$ cat src/hw/rmf_pkg.sv
// rate match fifo package: widths, marks, filler code, cluster states
// assumes 10-bit aligned symbols, two lanes per word in double width
package rmf_pkg;

  // ****************************************
  // symbol and word layout
  // ****************************************
  localparam int RMF_SYM_W = 10;
  localparam int RMF_WORD_W = 20;
  localparam int RMF_LO_LSB = 0;
  localparam int RMF_HI_LSB = 10;
  localparam logic [9:0] RMF_FILL = 10'h1FE;
  localparam logic [9:0] RMF_ZERO = 10'h000;

  // ****************************************
  // fifo depth and fill marks
  // ****************************************
  localparam int RMF_DEPTH = 16;
  localparam int RMF_HI_MARK = 12;
  localparam int RMF_LO_MARK = 4;

  // ****************************************
  // single width cluster limits
  // ****************************************
  localparam logic [2:0] RMF_SW_MAX_INS = 3'h4;
  localparam logic [2:0] RMF_SW_MAX_CLUS = 3'h5;
  localparam logic [2:0] RMF_SW_MAX_DEL = 3'h4;
  localparam logic [2:0] RMF_CNT_SAT = 3'h7;
  localparam logic [2:0] RMF_CNT_ONE = 3'h1;
  localparam logic [2:0] RMF_CNT_ZERO = 3'h0;

  typedef enum logic {rmf_outside, rmf_inside} rmf_clus_t;

  // compare one symbol with a pattern
  function automatic logic rmf_sym_match(input logic [9:0] sym, input logic [9:0] pat);
    rmf_sym_match = (sym == pat);
  endfunction

  // saturating cluster counter step
  function automatic logic [2:0] rmf_inc(input logic [2:0] v);
    rmf_inc = (v == RMF_CNT_SAT) ? v : v + RMF_CNT_ONE;
  endfunction

endpackage

$ cat src/hw/rmf_cls.sv
// rate match word classifier: control and skip flags per lane
// assumes match pattern holds control in high half, skip in low half
`timescale 1ns/1ps
module rmf_cls
(
  input wire logic [19:0] word,
  input wire logic [19:0] match_pattern,
  output logic [1:0] is_ctrl,
  output logic [1:0] is_skip
);

  // ****************************************
  // per lane compare
  // ****************************************
  always_comb
  begin
    is_ctrl[0] = rmf_pkg::rmf_sym_match(word[9:0], match_pattern[19:10]);
    is_ctrl[1] = rmf_pkg::rmf_sym_match(word[19:10], match_pattern[19:10]);
    is_skip[0] = rmf_pkg::rmf_sym_match(word[9:0], match_pattern[9:0]);
    is_skip[1] = rmf_pkg::rmf_sym_match(word[19:10], match_pattern[9:0]);
  end

endmodule

$ cat src/hw/rmf_fifo.sv
// rate match storage: single clock fifo with level, full and empty
// assumes caller never pops when empty; writes when full are dropped
`timescale 1ns/1ps
module rmf_fifo #(
  parameter int WIDTH = 20,
  parameter int DEPTH = 16,
  localparam int AW = $clog2(DEPTH),
  localparam int CW = $clog2(DEPTH + 1)
)
(
  input wire logic core_clk,
  input wire logic rst,
  input wire logic wr_en,
  input wire logic [WIDTH-1:0] wr_data,
  input wire logic rd_en,
  output logic [WIDTH-1:0] rd_data,
  output logic [CW-1:0] level,
  output logic full,
  output logic empty
);

  initial
  begin
    if (DEPTH < 4 || (1 << AW) != DEPTH)
      $error("rmf_fifo depth must be a power of two of at least 4");
  end

  logic [WIDTH-1:0] mem [DEPTH];
  logic [AW-1:0] wp_q, wp_d, rp_q, rp_d;
  logic [CW-1:0] lvl_q, lvl_d;
  logic do_wr, do_rd;

  // ****************************************
  // pointer and level update
  // ****************************************
  always_comb
  begin
    do_wr = wr_en && (lvl_q != CW'(DEPTH));
    do_rd = rd_en && (lvl_q != '0);
    wp_d = do_wr ? wp_q + AW'(1) : wp_q;
    rp_d = do_rd ? rp_q + AW'(1) : rp_q;
    lvl_d = lvl_q;
    if (do_wr && !do_rd)
      lvl_d = lvl_q + CW'(1);
    else if (do_rd && !do_wr)
      lvl_d = lvl_q - CW'(1);
  end

  always_ff @(posedge core_clk)
  begin
    if (rst)
    begin
      wp_q <= '0;
      rp_q <= '0;
      lvl_q <= '0;
    end
    else
    begin
      wp_q <= wp_d;
      rp_q <= rp_d;
      lvl_q <= lvl_d;
    end
  end

  always_ff @(posedge core_clk)
  begin
    if (do_wr)
      mem[wp_q] <= wr_data;
  end

  assign rd_data = mem[rp_q];
  assign level = lvl_q;
  assign full = (lvl_q == CW'(DEPTH));
  assign empty = (lvl_q == '0);

endmodule

$ cat src/hw/rmf_top.sv
// rate match fifo top: skip deletion on write, insertion and filler on read
// assumes aligned 8b/10b symbols in and one read request per output slot
`timescale 1ns/1ps

// Overview of operation
// - match pattern is configurable 20-bit value
// - match control then skip after alignment
// - insert or delete skips to hold level
// - single: insert at most four, cluster five
// - single: delete at most four, keep one
// - single: drop byte that hits full
// - single: filler code after emptying byte
// - double: insert skips only as pairs
// - double: delete skips only as pairs
// - double: split skips never deleted
// - double: odd deletion need takes pair
// - double: drop word that hits full
module rmf_top #(
  parameter int DEPTH = rmf_pkg::RMF_DEPTH,
  parameter int HI_MARK = rmf_pkg::RMF_HI_MARK,
  parameter int LO_MARK = rmf_pkg::RMF_LO_MARK,
  localparam int CW = $clog2(DEPTH + 1)
)
(
  input wire logic core_clk,
  input wire logic rst,
  input wire logic sync_ok,
  input wire logic dw_mode,
  input wire logic [19:0] match_pattern,
  input wire logic in_valid,
  input wire logic [19:0] in_data,
  input wire logic out_req,
  output logic out_valid,
  output logic [19:0] out_data,
  output logic out_filler,
  output logic rm_del,
  output logic rm_ins,
  output logic full_drop,
  output logic [CW-1:0] fifo_level
);

  initial
  begin
    if (HI_MARK >= DEPTH || LO_MARK < 1 || LO_MARK >= HI_MARK)
      $error("rmf_top marks must satisfy 1 <= lo < hi < depth");
  end

  logic [1:0] in_ctrl, in_skip, hd_ctrl, hd_skip;
  logic [19:0] head;
  logic [CW-1:0] level;
  logic fifo_full, fifo_empty;
  logic wr, del, pop, ins_ok;
  logic [9:0] skip_sym;

  rmf_cls u_cls_in
  (
    .word(in_data),
    .match_pattern(match_pattern),
    .is_ctrl(in_ctrl),
    .is_skip(in_skip)
  );

  rmf_cls u_cls_hd
  (
    .word(head),
    .match_pattern(match_pattern),
    .is_ctrl(hd_ctrl),
    .is_skip(hd_skip)
  );

  rmf_fifo #(
    .WIDTH(rmf_pkg::RMF_WORD_W),
    .DEPTH(DEPTH)
  ) u_fifo
  (
    .core_clk(core_clk),
    .rst(rst),
    .wr_en(wr),
    .wr_data(in_data),
    .rd_en(pop),
    .rd_data(head),
    .level(level),
    .full(fifo_full),
    .empty(fifo_empty)
  );

  assign skip_sym = match_pattern[9:0];

  // ****************************************
  // write side: cluster tracking and deletion
  // ****************************************
  rmf_pkg::rmf_clus_t wclus_q, wclus_d;
  logic [2:0] wskip_q, wskip_d, wdel_q, wdel_d;
  logic del_q, drop_q, drop_d;

  always_comb
  begin
    wclus_d = wclus_q;
    wskip_d = wskip_q;
    wdel_d = wdel_q;
    wr = 1'b0;
    del = 1'b0;
    if (in_valid)
    begin
      if (!sync_ok)
      begin
        wclus_d = rmf_pkg::rmf_outside;
        wr = 1'b1;
      end
      else if (!dw_mode)
      begin
        if (in_ctrl[0])
        begin
          wclus_d = rmf_pkg::rmf_inside;
          wskip_d = rmf_pkg::RMF_CNT_ZERO;
          wdel_d = rmf_pkg::RMF_CNT_ZERO;
          wr = 1'b1;
        end
        else if (in_skip[0] && wclus_q == rmf_pkg::rmf_inside)
        begin
          if (wskip_q != rmf_pkg::RMF_CNT_ZERO && wdel_q < rmf_pkg::RMF_SW_MAX_DEL && level >= CW'(HI_MARK))
          begin
            del = 1'b1;
            wdel_d = rmf_pkg::rmf_inc(wdel_q);
          end
          else
          begin
            wr = 1'b1;
            wskip_d = rmf_pkg::rmf_inc(wskip_q);
          end
        end
        else
        begin
          wclus_d = rmf_pkg::rmf_outside;
          wr = 1'b1;
        end
      end
      else
      begin
        if (in_skip == 2'h3 && wclus_q == rmf_pkg::rmf_inside && level >= CW'(HI_MARK))
          del = 1'b1;
        else
        begin
          wr = 1'b1;
          if (|in_ctrl)
            wclus_d = rmf_pkg::rmf_inside;
          else if (!(|in_skip))
            wclus_d = rmf_pkg::rmf_outside;
        end
      end
    end
    drop_d = wr && fifo_full;
  end

  always_ff @(posedge core_clk)
  begin
    if (rst)
    begin
      wclus_q <= rmf_pkg::rmf_outside;
      wskip_q <= rmf_pkg::RMF_CNT_ZERO;
      wdel_q <= rmf_pkg::RMF_CNT_ZERO;
      del_q <= 1'b0;
      drop_q <= 1'b0;
    end
    else
    begin
      wclus_q <= wclus_d;
      wskip_q <= wskip_d;
      wdel_q <= wdel_d;
      del_q <= del;
      drop_q <= drop_d;
    end
  end

  // ****************************************
  // read side: insertion, filler and pop
  // ****************************************
  rmf_pkg::rmf_clus_t rclus_q, rclus_d;
  logic [2:0] rskip_q, rskip_d, rins_q, rins_d;
  logic lskip_q, lskip_d;
  logic ov_q, ov_d, fill_q, fill_d, ins_q;
  logic [19:0] od_q, od_d;
  logic [CW-1:0] lvl_q;

  always_comb
  begin
    rclus_d = rclus_q;
    rskip_d = rskip_q;
    rins_d = rins_q;
    lskip_d = lskip_q;
    ov_d = 1'b0;
    fill_d = 1'b0;
    od_d = od_q;
    pop = 1'b0;
    ins_ok = out_req && sync_ok && lskip_q && rclus_q == rmf_pkg::rmf_inside && level <= CW'(LO_MARK)
      && (dw_mode || (rins_q < rmf_pkg::RMF_SW_MAX_INS && rskip_q < rmf_pkg::RMF_SW_MAX_CLUS));
    if (out_req)
    begin
      ov_d = 1'b1;
      if (ins_ok)
      begin
        od_d = dw_mode ? {skip_sym, skip_sym} : {rmf_pkg::RMF_ZERO, skip_sym};
        rskip_d = rmf_pkg::rmf_inc(rskip_q);
        rins_d = rmf_pkg::rmf_inc(rins_q);
      end
      else if (fifo_empty)
      begin
        od_d = dw_mode ? {rmf_pkg::RMF_FILL, rmf_pkg::RMF_FILL} : {rmf_pkg::RMF_ZERO, rmf_pkg::RMF_FILL};
        fill_d = 1'b1;
        lskip_d = 1'b0;
      end
      else
      begin
        pop = 1'b1;
        od_d = head;
        if (!dw_mode)
        begin
          lskip_d = hd_skip[0] && rclus_q == rmf_pkg::rmf_inside;
          if (hd_ctrl[0])
          begin
            rclus_d = rmf_pkg::rmf_inside;
            rskip_d = rmf_pkg::RMF_CNT_ZERO;
            rins_d = rmf_pkg::RMF_CNT_ZERO;
          end
          else if (hd_skip[0] && rclus_q == rmf_pkg::rmf_inside)
            rskip_d = rmf_pkg::rmf_inc(rskip_q);
          else
            rclus_d = rmf_pkg::rmf_outside;
        end
        else
        begin
          lskip_d = hd_skip[1] && (rclus_q == rmf_pkg::rmf_inside || hd_ctrl[0]);
          if (|hd_ctrl)
            rclus_d = rmf_pkg::rmf_inside;
          else if (!(|hd_skip))
            rclus_d = rmf_pkg::rmf_outside;
        end
      end
    end
  end

  always_ff @(posedge core_clk)
  begin
    if (rst)
    begin
      rclus_q <= rmf_pkg::rmf_outside;
      rskip_q <= rmf_pkg::RMF_CNT_ZERO;
      rins_q <= rmf_pkg::RMF_CNT_ZERO;
      lskip_q <= 1'b0;
      ov_q <= 1'b0;
      fill_q <= 1'b0;
      ins_q <= 1'b0;
      od_q <= '0;
      lvl_q <= '0;
    end
    else
    begin
      rclus_q <= rclus_d;
      rskip_q <= rskip_d;
      rins_q <= rins_d;
      lskip_q <= lskip_d;
      ov_q <= ov_d;
      fill_q <= fill_d;
      ins_q <= ins_ok;
      od_q <= od_d;
      lvl_q <= level;
    end
  end

  assign out_valid = ov_q;
  assign out_data = od_q;
  assign out_filler = fill_q;
  assign rm_del = del_q;
  assign rm_ins = ins_q;
  assign full_drop = drop_q;
  assign fifo_level = lvl_q;
endmodule

$ cat config.mk
export PLATFORM = sky130hd
export DESIGN_NAME = rmf_top
export DESIGN_NICKNAME = d
export VERILOG_FILES = /design/src/hw/rmf_pkg.sv /design/src/hw/rmf_cls.sv /design/src/hw/rmf_fifo.sv /design/src/hw/rmf_top.sv
export SDC_FILE = /design/constraint.sdc
export NUM_CORES = 1
export LEC_CHECK = 0
export BUFFER_PORTS_ARGS = -buffer_cell sky130_fd_sc_hd__buf_2
export CORE_ASPECT_RATIO = 1.25
export CORE_MARGIN = 2
export CORE_UTILIZATION = 30
export CTS_BUF_LIST = sky130_fd_sc_hd__clkbuf_8 sky130_fd_sc_hd__clkbuf_16
export CTS_CLUSTER_DIAMETER = 100
export DETAILED_ROUTE_END_ITERATION = 10
export PLACE_DENSITY = 0.47
export SYNTH_ARGS = -nofsm -noshare
export SYNTH_HDL_FRONTEND = slang
export SYNTH_HIERARCHICAL = 1
export SYNTH_SLANG_ARGS = --single-unit
$ cat constraint.sdc
create_clock -name core_clk -period 6 [get_ports core_clk]
set_input_delay 0.9 -clock core_clk [delete_from_list [all_inputs] [get_ports core_clk]]
set_output_delay 0.9 -clock core_clk [all_outputs]
set_load 0.05 [all_outputs]
# Word level (Yosys, flattened, before mapping)
# Memories as Yosys holds them, arrays and structs flattened. A register that Yosys moved wholly into a read port is not among the register bits.
# Cells that the tools add are included.
word_totals:
  register_bits: 58
  latchBits: 0
  mem_bits_rw: 320
  mem_bits_ro: 0
  out_inout_bits: 30
  elab_cells: 166
  n_memories: 1
classes:
  addsub: 8
  multipliers: 0
  div: 0
  magnitude_cmp: 5
  n_eq_ne: 26
  shifts: 0
  mux: 60
  bitwise: 6
  n_reduce_logical: 43
memory_table:
  columns: ["name", "words", "word_bits", "read_ports", "rd_ports_with_merged_regs", "wr", "line", "rtl"]
  rows:
  - ["u_fifo.mem", 16, 20, 1, 1, 1, "rmf_fifo.sv:28", "logic [WIDTH-1:0] mem [DEPTH];"]
op_table:
  columns: ["operator", "count"]
  rows:
  - ["10-bit equality test", 8]
  - ["20-bit 2-to-1 mux", 3]
  - ["3-bit 2-to-1 mux", 19]
  - ["1-bit 2-to-1 mux", 33]
  - ["19-bit 2-to-1 mux", 1]
  - ["1-bit logical AND", 18]
  - ["3-bit by 1-bit adder with 3-bit output (second input constant)", 4]
  - ["3-bit equality test (second input constant)", 4]
  - ["6-bit AND reduction", 2]
  - ["5-bit 2-to-1 mux", 2]
  - ["5-bit AND reduction", 2]
  - ["3-bit < comparator (second input constant)", 3]
  - ["3-bit != test (second input constant)", 3]
  - ["4-bit by 1-bit adder with 4-bit output (second input constant)", 2]
  - ["4-bit 2-to-1 mux", 2]
  - ["2-bit != test (second input constant)", 4]
  - ["4-bit != test (second input constant)", 2]
  - ["4-bit AND reduction", 2]
  - ["2-bit nonzero test", 4]
  - ["2-bit OR reduction", 4]
  - ["1-bit NOT", 6]
  - ["3-bit nonzero test", 2]
  - ["3-bit OR reduction", 2]
  - ["5-bit by 1-bit adder with 5-bit output (second input constant)", 1]
  - ["12 further kinds", 15]

# Depth between registers and ports, before layout
logic_depth:
  word_depth: 14
  depth_mapped: 16
  depth_no_buf: 16

# Modules after synthesis
# Netlist, hierarchy kept.
modules_own_cells:
  columns: ["mod", "n_inst", "cells_each", "area_per_inst_um2", "seq_area_each_um2"]
  rows:
  - ["rmf_fifo", 1, 604, 12919.9, 9949.5]
  - ["rmf_top", 1, 257, 2182.1, 900.9]
  - ["rmf_cls", 2, 52, 450.4, 0.0]

# Least setup slack after synthesis
# No wires, ideal clock.
synth_timing:
  path_kind: "input port to flip-flop"
  start: "input match_pattern[12]"
  end: "memory u_fifo.mem[0][0] (enable)"
  t_arrival_ps: 4252
  slack_ps: 1299
  stages: 9
  path_cell_list: "xnor2_1 -> nand4_1 -> nor4_2 -> nor2_1 -> nor4b_1 -> o211ai_1 -> o21a_1 -> o21ai_4 -> nor4_1"
synth_via:
  elab_chain_len: 8
synth_rtl:
  columns: ["item", "line", "rtl"]
  rows:
  - ["start, declared", "rmf_top.sv:29", "input wire logic [19:0] match_pattern,"]
  - ["10-bit equality test", "rmf_pkg.sv:36", "rmf_sym_match = (sym == pat);"]
  - ["named net in_ctrl[0]", "rmf_top.sv:48", "logic [1:0] in_ctrl, in_skip, hd_ctrl, hd_skip;"]
  - ["1-bit 2-to-1 mux", "rmf_top.sv:112", "if (in_ctrl[0])"]
  - ["1-bit 2-to-1 mux", "rmf_top.sv:110", "else if (!dw_mode)"]
  - ["1-bit 2-to-1 mux", "rmf_top.sv:105", "if (!sync_ok)"]
  - ["1-bit 2-to-1 mux", "rmf_top.sv:103", "if (in_valid)"]
  - ["named net wr", "rmf_top.sv:52", "logic wr, del, pop, ins_ok;"]
  - ["1-bit logical AND", "rmf_fifo.sv:38", "do_wr = wr_en && (lvl_q != CW'(DEPTH));"]
  - ["1-bit 2-to-1 mux", "rmf_fifo.sv:67", "if (do_wr)"]
  - ["1-bit 2-to-1 mux (not written as such)", "rmf_fifo.sv:68", "mem[wp_q] <= wr_data;"]
  - ["end, declared", "rmf_fifo.sv:28", null]
# The timed path passes the listed nets, and every way through them passes these cells.

==> reports/results.env <==
RSZ0062_AT_GRT='false'
ANTENNA_FOUND_INITIAL=4
POST-LAYOUT-TOTAL-POWER_uW=6983
INITIAL_CORE_UTIL_PCT=30.37
AREA_OF_THE_MAPPED_NETLIST_UM2=16000
CRIT_PATH_TOP_DELAY_CELL='sky130_fd_sc_hd__dfxtp_4'
GP_CONGESTION=0.8188
CTS.REPORTEDPATHS.CLKPINSLEW_NS=0.06
CORE.ROWCOUNT=94
POST_SYNTH_NUM_CELL_TYPES=66
WORST_CLOCK_SKEW_NS=0.01424
GRT_START_MAX_NET_PINS=49
WORSTSETUPENDPOINTTYPE='register'
NUM_VIAS=9121
CTS_TREE='yes'
WORST_EP_REQUIRED_TIME_NS=6.49
SUM_OF_NEGATIVE_SETUP_SLACK_NS=0
CRIT_FAMILY='simple AND/OR/NAND/NOR gates'
CP_CELL_SEQUENCE='buf_4 > mux4_2 > a22oi_1 > nand2_1 > xnor2_1 > nand4_1 > nor4_2 > a21oi_1 > nor3_2 > a21oi_1 > or3_1 > a21oi_1'
REMAINING_DRC_ERRORS=0
SINKS_ON_THE_CLOCK_NET=382
DRT-TOTAL-WL_MM=44.45
PLACED_AREA_UM2=17300
ASYNC_FLOP_SHARE_PCT=0
DIE_AREA_UM2=55220
ANTENNA_VIOLATING_NETS_POST_ROUTE=0
DIE_HEIGHT_UM=262.2
NETLIST_TOP_CELLS_COUNT='sky130_fd_sc_hd__edfxtp_1 (320), sky130_fd_sc_hd__mux4_2 (80), sky130_fd_sc_hd__xnor2_1 (66)'
SYNTH.TOP_CELLS.BY_AREA='sky130_fd_sc_hd__edfxtp_1 (60%), sky130_fd_sc_hd__mux4_2 (11%), sky130_fd_sc_hd__dfxtp_1 (7.8%)'
MAXSLEWVIOLCOUNT=0
MIN-DELAY-PATH-CLASS='register to register'
CTSRESIZECOUNT=0
DRT-PASS1-ITER-COUNT=4
RUN_STATUS='completed'
TIMING.FINAL.CRIT_PERIOD_NS=4.215
POST-ROUTE-PERIOD-UTIL_PCT=70.25
GLOBAL_ROUTE.USAGE.TOTAL_PCT=16.20
TIMING.FINAL.SETUP_VIOLATIONS=0
SYNTH_SIMPLE_GATE_AREA_SHARE_PCT=7.162
WORSTSETUPSTARTPOINTTYPE='register'
POSTSYNTHAREAPERCELL_UM2=16.58
IO_BUFFER_COUNT=75
SYNTH.NET_COUNT=1029
FMAX_MHz=237.3
TIMING.CRITICAL_PATH.MODE_CELL='sky130_fd_sc_hd__a21oi_1'
PATH_BUF_INV=1
CLK_PATH_BUF_DEPTH=3
NETLIST.AREA_LEADER.SHARE_PCT=60.05
FINAL-SEQ-AREA_UM2=10860
VIA_PER_INST=5.162
CTS-ROOT-BUF='sky130_fd_sc_hd__clkbuf_16'
YOSYS.AREA_SHARE.XOR_XNOR_PCT=4.863
CTS_HTREE_LEVELS=2
NUMCTSBUFFERS=40
POWER.DENSITY_CELL_AREA_nW_PER_UM2=376.0
YOSYSMOSTFREQUENTCELL='sky130_fd_sc_hd__edfxtp_1'
CLOCK_LATENCY_NS=0.56
COUNT_OF_HOLD_FIX_BUFFERS_INSERTED_AT_CTS=0
INSERTEDDIODECOUNT=0
PEAKVDDDROP_mV=0.2061
WORST-PATH-MAX-FANOUT=38
FINAL.FILL_COUNT=5013
SYNTH.AREA.MUX_SHARE_PCT=11.65
WIRE_PER_INST_UM=25.15
FINAL_NET_COUNT=1131
DRIVE_GT1_SHARE_PCT=25.84
DETAILED_PLACE_HPWL_MM=27.10
DIE_X_UM=210.6
DOMINANTREGCELLSYNTH='sky130_fd_sc_hd__edfxtp_1'
CP_SLOWEST_STAGE_DELAY_NS=0.89
MULTI_INPUT_COMB_AREA_UM2=4938
PLACEABLECOREAREA_UM2=52690
YOSYSSEQAREASHARE_PCT=67.80
ADDER_AND_MAJORITY_CELL_FRACTION_OF_THE_SYNTHESIZED_AREA_PCT=1.454
TIMING.MAX_SLEW.REL_SLACK_PCT=27.25
CRIT_TYPE='register to register'
SYNTH_EDF_COUNT=320
MAXCAPVIOLATIONS=0
SYNTH_AREA_LEADER_CELL='sky130_fd_sc_hd__edfxtp_1'
SYNTH_COMPOUND_GATE_AREA_SHARE_PCT=5.403
DESIGN.PORTCOUNT=76
DRT_ITER0_DRC=677
YOSYSWARNINGCOUNT=6
GRT_PASS1_VIAS=9580
DOMINANT_COMBINATIONAL_CELL_FAMILY_BY_AREA_AFTER_SYNTHESIS='multiplexers'
WORST_SLEW_PIN_SLEW_NS=1.091
GRT_FIRST_PASS_WIRELENGTH_MM=65.13
POST_CTS_BUFFERS=0
SYNTH_SEQ_CELLS=382
POSTLAYOUTSETUPSLACKWORST_NS=1.785
GATE_COUNT_OF_THE_MAPPED_NETLIST=965
HOLD_VIOL=0
AREA.GROWTH.SYNTH_TO_FINAL_PCT=16.04
P_LEAK_uW=0.006056
CRITPATHARRIVALTIME_NS=4.70
PLACE_WS_NS=1.341
FINISH.INSTANCE_AREA_UM2=18570
GRT_OVERFLOW=0
## per-stage QoR
step	cells	hold slack (ns)	utilization, %
finish	1767	0.4448	35.24
global route	1767	0.4924	35.24
CTS	1767	0.4508	35.24
detailed placement	1697	0.4359	32.83
global placement	1697	0.4319	32.83
floorplan	965	0.4356	-
## state kept, by name, summed over array words and instances, names as in the netlist, 3 cells and up, named ones only
name and cells:
fifo_level 5, out_data 20, rins_q 3, rskip_q 3, u_fifo/level 5, u_fifo/mem 320
u_fifo/rp_q 4, u_fifo/wp_q 4, wdel_q 3, wskip_q 3
## layout make-up
| cell class | instances | area share, % |
|---|---|---|
| Clock inverter | 30 | 1.469 |
| Sequential cell | 382 | 58.47 |
| Tap cell | 672 | 4.528 |
| Inverter | 21 | 0.4379 |
| Multi-Input combinational cell | 520 | 26.59 |
| Clock buffer | 40 | 5.390 |
| Timing Repair Buffer | 102 | 3.113 |
## worst reg2reg max path, stage by stage, from the launching register on
cell                      delay (ns)
sky130_fd_sc_hd__dfxtp_4        0.89
sky130_fd_sc_hd__buf_4          0.42
sky130_fd_sc_hd__mux4_2         0.55
sky130_fd_sc_hd__a22oi_1        0.22
sky130_fd_sc_hd__nand2_1        0.21
sky130_fd_sc_hd__xnor2_1        0.25
sky130_fd_sc_hd__nand4_1        0.14
sky130_fd_sc_hd__nor4_2         0.41
sky130_fd_sc_hd__a21oi_1        0.22
sky130_fd_sc_hd__nor3_2         0.26
sky130_fd_sc_hd__a21oi_1        0.09
sky130_fd_sc_hd__or3_1          0.35
sky130_fd_sc_hd__a21oi_1        0.13
## report_power, final
group          switching, uW  internal [uW]  total (uW)
registers                133           3010        3150
clock network           1050           1390        2450
logic                    846            543        1390
total                   2030           4950        6980
## cell families (layout without fill, tap and decap cells)
kind of cell,after synthesis,count (layout)
flops,382,382
compound gates,121,121
mux,86,86
fa+ha+maj,18,18
xor+xnor,88,88
buf+inv,63,193
simple gates,207,207
## final timing paths
check | from | to | slack [ns] | cells after the start
worst max-delay path | register | rskip_q[0] | 1.79 | 12
worst max register to register | register | rskip_q[0] | 1.79 | 12
worst min register to register | out_data[3] | out_data[3] | 0.44 | 2
worst min-delay path | out_data[3] | out_data[3] | 0.44 | 2
## layout by cell type (no fill, tap or decap), types with 23 or more instances in the layout
cell type and count:
sky130_fd_sc_hd__buf_4 27, sky130_fd_sc_hd__nor2_1 42, sky130_fd_sc_hd__nand4_1 23, sky130_fd_sc_hd__buf_2 75, sky130_fd_sc_hd__edfxtp_1 320, sky130_fd_sc_hd__mux4_2 80
sky130_fd_sc_hd__a22oi_1 40, sky130_fd_sc_hd__xnor2_1 66, sky130_fd_sc_hd__a21oi_1 33, sky130_fd_sc_hd__inv_1 28, sky130_fd_sc_hd__dfxtp_1 60, sky130_fd_sc_hd__clkbuf_16 40
sky130_fd_sc_hd__nand2_1 54
## layer usage
layer / global-route usage, % / up-vias / routed length, um
li1: - / 4004 / -
met1: 20.60 / 4752 / 18760
met2: 27.44 / 268 / 21680
met3: 3.088 / 89 / 2457
met4: 5.900 / 8 / 1511
met5: 0 / - / 39
(Power assumes the default switching activity.)
